`config.mk`:
```
export PLATFORM = sky130hd
export DESIGN_NAME = mcr_top
export DESIGN_NICKNAME = d
export VERILOG_FILES = /design/src/inc/mcr_pkg.sv /design/src/core/mcr_top.sv
export VERILOG_INCLUDE_DIRS = /design/src /design/src/inc
export SDC_FILE = /design/constraint.sdc
export NUM_CORES = 1
export LEC_CHECK = 0
export BUFFER_PORTS_ARGS = -buffer_cell sky130_fd_sc_hd__buf_2
export CORE_ASPECT_RATIO = 0.8
export CORE_UTILIZATION = 40
export DETAILED_ROUTE_END_ITERATION = 6
export PLACE_DENSITY_LB_ADDON = 0.2
export SLEW_MARGIN = 40
export SYNTH_ARGS = -nofsm -noshare
export SYNTH_HDL_FRONTEND = slang
export SYNTH_SLANG_ARGS = --single-unit
```
`constraint.sdc`:
```
create_clock -name mclk_i -period 8.7 [get_ports mclk_i]
set_clock_uncertainty 0.05 [all_clocks]
set_input_delay 1.74 -clock mclk_i [delete_from_list [all_inputs] [get_ports mclk_i]]
set_output_delay 1.74 -clock mclk_i [all_outputs]
set_load 0.005 [all_outputs]
```
`src/inc/mcr_cfg.svh`:
```
// constants for the monitor control and result register block
`ifndef MCR_CFG_SVH
`define MCR_CFG_SVH

// register port addresses
`define MCR_ADDR_PIN3_CONTROL 8'h42
`define MCR_ADDR_CLOCK_DIVIDER 8'h43
`define MCR_ADDR_CONV_HIGH 8'h00
`define MCR_ADDR_CONV_LOW 8'h01
`define MCR_ADDR_POWER_B2 8'h02
`define MCR_ADDR_POWER_B1 8'h03
`define MCR_ADDR_POWER_B0 8'h04
`define MCR_ADDR_ACCUM_B3 8'h05
`define MCR_ADDR_ACCUM_B2 8'h06
`define MCR_ADDR_ACCUM_B1 8'h07
`define MCR_ADDR_ACCUM_B0 8'h08
`define MCR_ADDR_IDENT_HIGH 8'h09
`define MCR_ADDR_IDENT_LOW 8'h0a

// field positions and reset values
`define MCR_ATTN_FLAG_POS 7
`define MCR_PULLDOWN_POS 6
`define MCR_DIV_MSB 4
`define MCR_PIN3_CONTROL_RESET 8'h00
`define MCR_DIVIDER_RESET 5'h04
`define MCR_DIV_FACTOR 7'h04
`define MCR_READ_ZERO 8'h00

// timer lsb factor n, scaled by 10000
`define MCR_N_LO110 26'd40985000
`define MCR_N_11_011 26'd40997500
`define MCR_N_11_010 26'd40985098
`define MCR_N_11_001 26'd40985806
`define MCR_N_11_000 26'd40993333
`define MCR_N_10_011 26'd40997355
`define MCR_N_10_010 26'd40985097
`define MCR_N_10_001 26'd40985800
`define MCR_N_10_000 26'd40993549
`define MCR_N_01_011 26'd40996429
`define MCR_N_01_010 26'd40985092
`define MCR_N_01_001 26'd40985758
`define MCR_N_01_000 26'd40992692
`define MCR_N_00_011 26'd40990000
`define MCR_N_00_010 26'd40985049
`define MCR_N_00_001 26'd40985397
`define MCR_N_00_000 26'd40988571

`endif

```
`src/inc/mcr_pkg.sv`:
```
// types shared by the monitor control and result register block
package mcr_pkg;

    typedef enum logic [1:0] {
        MCR_PIN3_ATTN_OUT = 2'h0,
        MCR_PIN3_GP_OUT = 2'h1,
        MCR_PIN3_IN_LOW = 2'h2,
        MCR_PIN3_IN_HIGH = 2'h3
    } mcr_pin3_mode_type;

endpackage : mcr_pkg

```
`src/core/mcr_top.sv`:
```
// monitor control registers, clock divider and multi-byte result presentation
`timescale 1ns/100ps
`include "mcr_cfg.svh"
// How it works
// - attention flag sets on alert or written 1, clears only on written 0
// - pin 3 in attention mode pulls low while flag set; otherwise flag ignored
// - pin 3 as general output pulls low when pull-down bit is 1, else Hi-Z
// - system tick divides external clock by four times divider integer, reset 00100
// - 12-bit values read as high byte bits 11..4, low byte bits 3..0 then zeros
// - 24-bit power values read as three bytes, most significant first
// - 32-bit time, charge and energy values read as four bytes, msb first
// - timer lsb time is N times 4 times divider over clock, or N times 4us
// - N follows the timing fields; low field 110 gives 4098.5 regardless
module mcr_top #(
    parameter logic [15:0] SPECIAL_IDENT = 16'h5a5a // arbitrary value
) (
    input wire logic mclk_i, // 10 MHz block clock
    input wire logic reset_i, // synchronous active-high reset
    input wire logic [7:0] reg_addr_i, // register address
    input wire logic reg_wr_i, // register write strobe
    input wire logic reg_rd_i, // register read strobe
    input wire logic [7:0] reg_wdata_i, // register write data
    output logic [7:0] reg_rdata_o, // register read data
    output logic reg_rvalid_o, // read data valid pulse
    input wire logic alert_event_i, // alert condition pulse
    input wire mcr_pkg::mcr_pin3_mode_type pin3_mode_i, // pin 3 configuration
    input wire logic pin3_i, // pin 3 level, unused by this block's logic
    output logic pin3_o, // pin 3 drive level, always low
    output logic pin3_oe_o, // pin 3 pull-down enable
    input wire logic ext_clock_in_i, // external time base, sampled
    input wire logic use_int_osc_i, // select internal oscillator
    input wire logic int_osc_tick_i, // internal 250 kHz tick pulse
    output logic sys_tick_o, // system clock tick pulse
    input wire logic [1:0] conv_timing_hi_i, // converter timing high field
    input wire logic [2:0] conv_timing_lo_i, // converter timing low field
    output logic [25:0] n_factor_o, // timer factor n times 10000
    output logic [33:0] lsb_time_o, // n*4*div or n*4 scaled by 10000
    input wire logic [11:0] conv_value_i, // 12-bit converter result
    input wire logic [23:0] power_value_i, // 24-bit power result
    input wire logic [31:0] accum_value_i // 32-bit accumulator
);
    import mcr_pkg::*;

    logic attn_flag_bit;
    logic pin3_pulldown_bit;
    logic [4:0] divider_integer;
    logic ext_q;
    logic [6:0] div_cnt;
    logic [7:0] conv_shadow;
    logic [15:0] power_shadow;
    logic [23:0] accum_shadow;

    // reset image of the control register, indexed per field below
    localparam logic [7:0] CTRL_RESET = `MCR_PIN3_CONTROL_RESET;

    // one select per mapped address; unmapped addresses select nothing
    wire sel_ctrl = (reg_addr_i == `MCR_ADDR_PIN3_CONTROL);
    wire sel_div = (reg_addr_i == `MCR_ADDR_CLOCK_DIVIDER);
    wire sel_conv_hi = (reg_addr_i == `MCR_ADDR_CONV_HIGH);
    wire sel_conv_lo = (reg_addr_i == `MCR_ADDR_CONV_LOW);
    wire sel_power_b2 = (reg_addr_i == `MCR_ADDR_POWER_B2);
    wire sel_power_b1 = (reg_addr_i == `MCR_ADDR_POWER_B1);
    wire sel_power_b0 = (reg_addr_i == `MCR_ADDR_POWER_B0);
    wire sel_accum_b3 = (reg_addr_i == `MCR_ADDR_ACCUM_B3);
    wire sel_accum_b2 = (reg_addr_i == `MCR_ADDR_ACCUM_B2);
    wire sel_accum_b1 = (reg_addr_i == `MCR_ADDR_ACCUM_B1);
    wire sel_accum_b0 = (reg_addr_i == `MCR_ADDR_ACCUM_B0);
    wire sel_ident_hi = (reg_addr_i == `MCR_ADDR_IDENT_HIGH);
    wire sel_ident_lo = (reg_addr_i == `MCR_ADDR_IDENT_LOW);

    wire wr_ctrl = reg_wr_i && sel_ctrl;
    wire wr_div = reg_wr_i && sel_div;
    wire rd_conv_hi = reg_rd_i && sel_conv_hi;
    wire rd_power_hi = reg_rd_i && sel_power_b2;
    wire rd_accum_hi = reg_rd_i && sel_accum_b3;

    // write data fields; reserved bit positions are never stored
    wire wr_attn_bit = reg_wdata_i[`MCR_ATTN_FLAG_POS];
    wire wr_pulldown_bit = reg_wdata_i[`MCR_PULLDOWN_POS];
    wire [4:0] wr_divider = reg_wdata_i[`MCR_DIV_MSB:0];

    // the event outranks a clearing write in the same cycle
    wire next_attn_flag = alert_event_i
        || (wr_ctrl && wr_attn_bit)
        || (attn_flag_bit && !wr_ctrl);

    // pull-down follows the mode; flag or control bit act only in their own mode
    wire next_pin3_oe = ((pin3_mode_i == MCR_PIN3_ATTN_OUT) && attn_flag_bit)
        || ((pin3_mode_i == MCR_PIN3_GP_OUT) && pin3_pulldown_bit);

    // a zero divider is run as a divider of one, so the external clock is divided by four
    wire [4:0] div_eff = (divider_integer == 5'h00) ? 5'h01 : divider_integer;
    wire [6:0] div_limit = 7'({2'h0, div_eff} * `MCR_DIV_FACTOR);
    wire ext_rise = ext_clock_in_i && !ext_q;
    wire div_wrap = ext_rise && (div_cnt == 7'(div_limit - 7'h01));
    wire next_sys_tick = use_int_osc_i ? int_osc_tick_i : div_wrap;

    function automatic logic [25:0] n_lookup(input logic [1:0] hi, input logic [2:0] lo);
        logic [25:0] n;
        n = `MCR_N_LO110;
        if (lo == 3'h6 || lo == 3'h7)
        begin
            n = `MCR_N_LO110;
        end
        else
        begin
            case ({hi, lo})
                5'h1b: n = `MCR_N_11_011;
                5'h1a: n = `MCR_N_11_010;
                5'h1d: n = `MCR_N_11_010;
                5'h19: n = `MCR_N_11_001;
                5'h1c: n = `MCR_N_11_001;
                5'h18: n = `MCR_N_11_000;
                5'h13: n = `MCR_N_10_011;
                5'h12: n = `MCR_N_10_010;
                5'h15: n = `MCR_N_10_010;
                5'h11: n = `MCR_N_10_001;
                5'h14: n = `MCR_N_10_001;
                5'h10: n = `MCR_N_10_000;
                5'h0b: n = `MCR_N_01_011;
                5'h0a: n = `MCR_N_01_010;
                5'h0d: n = `MCR_N_01_010;
                5'h09: n = `MCR_N_01_001;
                5'h0c: n = `MCR_N_01_001;
                5'h08: n = `MCR_N_01_000;
                5'h03: n = `MCR_N_00_011;
                5'h02: n = `MCR_N_00_010;
                5'h05: n = `MCR_N_00_010;
                5'h01: n = `MCR_N_00_001;
                5'h04: n = `MCR_N_00_001;
                default: n = `MCR_N_00_000;
            endcase
        end
        return n;
    endfunction : n_lookup

    wire [25:0] next_n = n_lookup(conv_timing_hi_i, conv_timing_lo_i);
    wire [6:0] lsb_mult = use_int_osc_i ? `MCR_DIV_FACTOR : div_limit;
    wire [33:0] next_lsb_time = 34'({8'h00, next_n} * {27'h0, lsb_mult});

    // msb reads take the live value and freeze the lower bytes for a coherent word
    wire [7:0] byte_ctrl = {attn_flag_bit, pin3_pulldown_bit, 6'h00};
    wire [7:0] byte_div = {3'h0, divider_integer};

    // byte lanes; the lower lanes of a word come from the snapshot of its msb read
    wire [7:0] conv_hi_byte = conv_value_i[11:4];
    wire [7:0] conv_lo_byte = {conv_shadow[3:0], 4'h0};
    wire [7:0] power_b2_byte = power_value_i[23:16];
    wire [7:0] power_b1_byte = power_shadow[15:8];
    wire [7:0] power_b0_byte = power_shadow[7:0];
    wire [7:0] accum_b3_byte = accum_value_i[31:24];
    wire [7:0] accum_b2_byte = accum_shadow[23:16];
    wire [7:0] accum_b1_byte = accum_shadow[15:8];
    wire [7:0] accum_b0_byte = accum_shadow[7:0];

    logic [7:0] next_rdata;
    always_comb
    begin
        next_rdata = `MCR_READ_ZERO;
        if (sel_ctrl)
        begin
            next_rdata = byte_ctrl;
        end
        else if (sel_div)
        begin
            next_rdata = byte_div;
        end
        else if (sel_conv_hi)
        begin
            next_rdata = conv_hi_byte;
        end
        else if (sel_conv_lo)
        begin
            next_rdata = conv_lo_byte;
        end
        else if (sel_power_b2)
        begin
            next_rdata = power_b2_byte;
        end
        else if (sel_power_b1)
        begin
            next_rdata = power_b1_byte;
        end
        else if (sel_power_b0)
        begin
            next_rdata = power_b0_byte;
        end
        else if (sel_accum_b3)
        begin
            next_rdata = accum_b3_byte;
        end
        else if (sel_accum_b2)
        begin
            next_rdata = accum_b2_byte;
        end
        else if (sel_accum_b1)
        begin
            next_rdata = accum_b1_byte;
        end
        else if (sel_accum_b0)
        begin
            next_rdata = accum_b0_byte;
        end
        else if (sel_ident_hi)
        begin
            next_rdata = SPECIAL_IDENT[15:8];
        end
        else if (sel_ident_lo)
        begin
            next_rdata = SPECIAL_IDENT[7:0];
        end
    end

    always_ff @(posedge mclk_i)
    begin
        if (reset_i)
        begin
            attn_flag_bit <= CTRL_RESET[`MCR_ATTN_FLAG_POS];
            pin3_pulldown_bit <= CTRL_RESET[`MCR_PULLDOWN_POS];
            divider_integer <= `MCR_DIVIDER_RESET;
        end
        else
        begin
            attn_flag_bit <= next_attn_flag;
            if (wr_ctrl)
            begin
                pin3_pulldown_bit <= wr_pulldown_bit;
            end
            if (wr_div)
            begin
                divider_integer <= wr_divider;
            end
        end
    end

    // a divider write restarts the count so the first period is a full one
    always_ff @(posedge mclk_i)
    begin
        if (reset_i)
        begin
            // starts high so a level already high after reset is not taken as an edge
            ext_q <= 1'b1;
            div_cnt <= 7'h00;
            sys_tick_o <= 1'b0;
        end
        else
        begin
            ext_q <= ext_clock_in_i;
            if (wr_div || div_wrap)
            begin
                div_cnt <= 7'h00;
            end
            else if (ext_rise)
            begin
                div_cnt <= 7'(div_cnt + 7'h01);
            end
            sys_tick_o <= next_sys_tick;
        end
    end

    always_ff @(posedge mclk_i)
    begin
        if (reset_i)
        begin
            conv_shadow <= 8'h00;
            power_shadow <= 16'h0000;
            accum_shadow <= 24'h000000;
        end
        else
        begin
            if (rd_conv_hi)
            begin
                conv_shadow <= {4'h0, conv_value_i[3:0]};
            end
            if (rd_power_hi)
            begin
                power_shadow <= power_value_i[15:0];
            end
            if (rd_accum_hi)
            begin
                accum_shadow <= accum_value_i[23:0];
            end
        end
    end

    always_ff @(posedge mclk_i)
    begin
        if (reset_i)
        begin
            reg_rdata_o <= 8'h00;
            reg_rvalid_o <= 1'b0;
            pin3_o <= 1'b0;
            pin3_oe_o <= 1'b0;
            n_factor_o <= 26'h0;
            lsb_time_o <= 34'h0;
        end
        else
        begin
            reg_rvalid_o <= reg_rd_i;
            if (reg_rd_i)
            begin
                reg_rdata_o <= next_rdata;
            end
            pin3_o <= 1'b0;
            pin3_oe_o <= next_pin3_oe;
            n_factor_o <= next_n;
            lsb_time_o <= next_lsb_time;
        end
    end

endmodule : mcr_top

```
## After elaboration in Yosys (flattened, before gate mapping)

Memories as Yosys holds them, arrays and structs flattened.
Index checks and enable logic that the tools add are counted.

| word-level totals | value |
|---|---|
| flip-flop bits (word level) | 130 |
| memory bits (read-only) | 512 |
| input port bits | 100 |
| output and inout port bits | 72 |
| word-level logic and storage cells | 74 |
| memories kept | 1 |

| operators by class | value |
|---|---|
| add/subtract/negate cells | 2 |
| multiply operators | 1 |
| eq/ne operators | 16 |
| multiplexer cells | 17 |
| reductions and logical operators | 22 |

Memories:

| name | depth | bits a word | read ports | clocked after Yosys merged registers in | write ports | line | source |
|---|---|---|---|---|---|---|---|
| (no name shown) | 32 | 16 | 1 | 0 | 0 | mcr_top.sv:107 | `case ({hi, lo})` |

Operators with widths:

| cell | number |
|---|---|
| 2-to-1 mux 8 bit | 11 |
| multiplier 26 x 7 -> 33 bit | 1 |
| == test 8 x 3 -> 1 bit (second input constant) | 4 |
| 2-to-1 mux 26 bit | 1 |
| == test 8 x 4 -> 1 bit (second input constant) | 3 |
| 2-to-1 mux 7 bit | 3 |
| == test 8 x 2 -> 1 bit (second input constant) | 2 |
| == test 8 x 7 -> 1 bit (second input constant) | 2 |
| logical AND 1 bit | 11 |
| == test 8 x 1 -> 1 bit (second input constant) | 1 |
| logical NOT 8 bit | 1 |
| adder 7 x 1 -> 7 bit (second input constant) | 1 |
| == test 7 bit | 1 |
| subtractor 7 x 1 -> 7 bit (second input constant) | 1 |
| == test 3 bit (second input constant) | 2 |
| logical NOT 5 bit | 1 |
| logical OR 1 bit | 5 |
| 2-to-1 mux 5 bit | 1 |
| == test 2 x 1 -> 1 bit (second input constant) | 1 |
| logical NOT 1 bit | 2 |
| logical NOT 2 bit | 1 |
| OR reduction 2 bit | 1 |
| 2-to-1 mux 1 bit | 1 |

## Depth between registers and ports, before layout

| logic depth | value |
|---|---|
| word-level depth | 14 |
| mapped depth | 23 |

## Least setup slack after synthesis

OpenSTA, ideal clock, no wires.

| path | value |
|---|---|
| kind | input to register |
| start point | input conv_timing_hi_i[0] |
| end point | register lsb_time_o[28] |
| library setup time | 0.123 ns |
| data arrival time | 7.049 ns |
| setup slack | 1.478 ns |
| cell stages on the path | 21 |
| path buffers | 2 |
| path through | clkbuf_1 -> clkbuf_1 -> nand2_1 -> a21boi_0 -> o221ai_1 -> o211ai_1 -> or2_2 -> fa_1 -> fa_1 -> inv_1 -> fa_1 -> ha_1 -> ha_1 -> fa_1 -> a211oi_1 -> or3_1 -> a31oi_1 -> o31ai_1 -> o21ai_1 -> a41oi_1 -> mux2_1 |

| between the ends | value |
|---|---|
| cells in the longest elaborated chain, start to end | 3 |

Ends and longest elaborated chain:

| what | line | source |
|---|---|---|
| start, declared | mcr_top.sv:34 | `input wire logic [1:0] conv_timing_hi_i,` |
| memory read (32 x 16 bit) | - |  |
| 2-to-1 mux 26 bit | mcr_top.sv:101 | `if (lo == 3'h6 \|\| lo == 3'h7)` |
| multiplier 26 x 7 -> 33 bit | mcr_top.sv:139 | `wire [33:0] next_lsb_time = 34'({8'h00, next_n} * {27'h0, lsb_mult});` |
| end signal, assigned | mcr_top.sv:307 | `lsb_time_o <= next_lsb_time;` |
| end, declared | mcr_top.sv:37 | `output logic [33:0] lsb_time_o,` |

Every way passes these cells.
A chain may end at the register's enable or synchronous reset.

## Worst setup path in the final report

Ends and elaborated chain as after synthesis.

==> impl_metrics.py <==
metrics = {
    "detailed_routing": {
        "viasPerCell": 5.328,
        "route.detailed.drc": 0,
        "avgRoutedWirePerCell_um": 16.59,
        "drt_iter0_drc": 669,
        "dr.pass1.iters": 5,
        "dr_total_vias": 8061,
        "drt-total-wl_mm": 25.10,
        "postRouteAntennaNets": 0,
    },
    "finish": {
        "final_common_cell": "buf_2",
        "syn_to_final_growth_pct": 16.71,
        "nNetsFinal": 1450,
        "fin_area_um2": 10470,
        "drive_gt1_share_pct": 19.37,
        "final-instance-count-excl-fill": 1513,
        "mostFrequentLayoutCells": "buf_2 (159), nor2_1 (151), nand2_1 (137), dfxtp_1 (117), ha_1 (101)",
        "diodes": 0,
    },
    "logic_synthesis": {
        "syn_area_um2": 8972,
        "async_reset_ff_share_pct": 0,
        "ys_types": 74,
        "yosysTopAreaCell": "dfxtp_1",
        "synthFlopType": "dfxtp_1",
        "netlist_instances": 1073,
        "synth_warnings": 0,
        "yosysTopAreaCellShare_pct": 26.11,
        "seq_area_frac_synth_pct": 26.11,
        "ys_ff_latch": 117,
        "synth_area_per_cell_um2": 8.362,
        "synth_area_leaders": "dfxtp_1 (26%), ha_1 (14%), fa_1 (11%)",
        "synth-edff-count": 0,
    },
    "outcome": {
        "outcome": "completed",
    },
    "sta": {
        "fin_tns_setup_ps": 0,
        "hold_viol": 0,
        "finalCriticalPeriod_ps": 7733,
        "rsz0062_at_grt": "no",
        "worstMarginPinSlew_ps": 771.8,
        "maxSlewViolCount": 0,
        "min_period_over_period_pct": 88.89,
        "relSlewSlack_pct": 47.89,
        "fin_ws_ps": 966.5,
        "max_freq_mhz": 129.3,
        "setup_viol": 0,
    },
    "clock_network": {
        "cts_resized": 0,
        "clkLatencyLatePin_ps": 430,
        "htreeDepth": 4,
        "cts_tree": "done",
        "cts_root_buffer": "clkbuf_16",
        "clk_pin_slew_ps": 60,
        "numClockSinks": 117,
        "cts-buffers-inserted": 17,
        "clock_path_buffers": 2,
        "post_cts.repair.setup_buffers": 0,
        "cts_hold_buf": 0,
    },
    "global_route": {
        "grt_use_total_pct": 22.51,
        "grt_pass1_wl_mm": 39.90,
        "overflow": 0,
        "grt_pass1_vias": 7381,
        "antenna_found_initial": 0,
        "grt_start_max_net_pins": 68,
    },
    "place": {
        "place.gp.congestion": 0.8555,
        "portBuffers": 160,
        "dpl_worst_slack_ps": 640.9,
        "placed_cells": 1481,
        "place_area_um2": 9902,
        "hpwl_mm": 18.71,
    },
    "worst_setup_path": {
        "cp_max_fo": 24,
        "setup.worst_path.class": "in -> reg",
        "critPathLaunchType": "input pin",
        "crit_required_ps": 8960,
        "end_kind": "flop",
        "crit_arrival_ps": 8000,
    },
    "die": {
        "die_h_um": 136.0,
        "io_pins": 172,
        "start_util_pct": 41.16,
        "rows": 48,
        "coreArea_um2": 21800,
        "die_w_um": 169.4,
        "design.die.area_um2": 23040,
    },
    "pwr": {
        "p_per_area_nw_per_um2": 146.7,
        "ir_drop_v": 0.0001237,
        "power_w": 0.001536,
        "leakagePower_nw": 4.945,
    },
    "min_path": {
        "hp-class": "reg -> reg",
    },
    "flow_run": {
        "max-cap-violations": 0,
    },
}
[cells in the mapped netlist (all sizes together), types with 6 or more instances]
cell	count
a211oi	10
a21o	12
a21oi	94
a221oi	8
a31oi	7
buf	28
clkbuf	45
dfxtp	117
fa	49
ha	101
inv	42
mux2	7
mux2i	21
nand2	138
nand2b	13
nand3	20
nor2	152
nor2b	20
nor3	17
o21a	12
o21ai	50
o31ai	6
or2	7
or3	6
xnor2	12
xor2	11
[logic make-up after synthesis]
logic type | count (synthesis) | synth area share (%)
buffers and inverters | 116 | 6.066
multiplexers | 31 | 3.974
AO/OA/AOI/OAI | 239 | 17.00
XOR/XNOR | 23 | 2.245
flip-flops | 117 | 26.11
adder cells (fa/ha/maj) | 150 | 25.02
AND/OR/NAND/NOR | 396 | 19.55
other | 1 | 0.04180
[critical path, stage by stage]
cell and delay (ps):
buf_2 370, clkinv_1 380, nand2_1 170, a21oi_1 80, a21oi_1 160, nor2_1 50, a311oi_1 490, nor2_1 120
fa_1 500, fa_1 520, fa_1 490, ha_1 310, ha_1 360, and2_1 170, a311oi_1 400, a31oi_1 230
o31ai_1 470, o21ai_1 200, a41oi_1 390, mux2_1 360
[through the flow]
stage | util, % | hold WS [ps]
2_1_floorplan | - | 381.2
3_3_place_gp | 45.41 | 394.8
3_5_place_dp | 45.42 | 396.7
4_1_cts | 48.02 | 405.6
5_1_grt | 48.03 | 423.1
6_report | 48.03 | 405.9
[power breakdown]
part	total [W]	internal [W]	switching, W
clock	0.000695	0.000404	0.000291
combinational	0.000276	0.000114	0.000161
sequential	0.000566	0.000558	0.00000760
[metal layers]
layer / routed length [µm] / vias to the layer above / global-route usage, %
met2: 10340 / 258 / 31.37
li1: - / 3941 / -
met3: 1484 / 28 / 4.279
met1: 12890 / 3834 / 34.50
met4: 378 / 0 / 6.507
met5: 0 / - / 0
[state kept, by name, indices dropped and copies added (netlist names), 4 cells and up]
register / cells
n_factor_o: 16
div_cnt: 7
power_shadow: 16
conv_shadow: 4
lsb_time_o: 31
divider_integer: 5
reg_rdata_o: 8
accum_shadow: 24
[worst paths after layout]
path,start,to,slack [ps],cells after the start
max reg2reg,divider_integer[3],lsb_time_o[28],2580,18
min,accum_shadow[12],accum_shadow[12],410,2
min reg2reg,accum_shadow[12],accum_shadow[12],410,2
max,conv_timing_hi_i[0],lsb_time_o[28],970,20
[layout make-up]
cell class	instances	area (µm²)
clock buffers	19	442.9
clock inverters	13	123.9
fillers	2158	11330
inverters	43	161.4
multi-input cells	848	6125
flip-flops and latches	117	2342
well taps	300	375.4
repair buffers	173	900.9
Note: power is estimated with default switching activity, not from simulation.
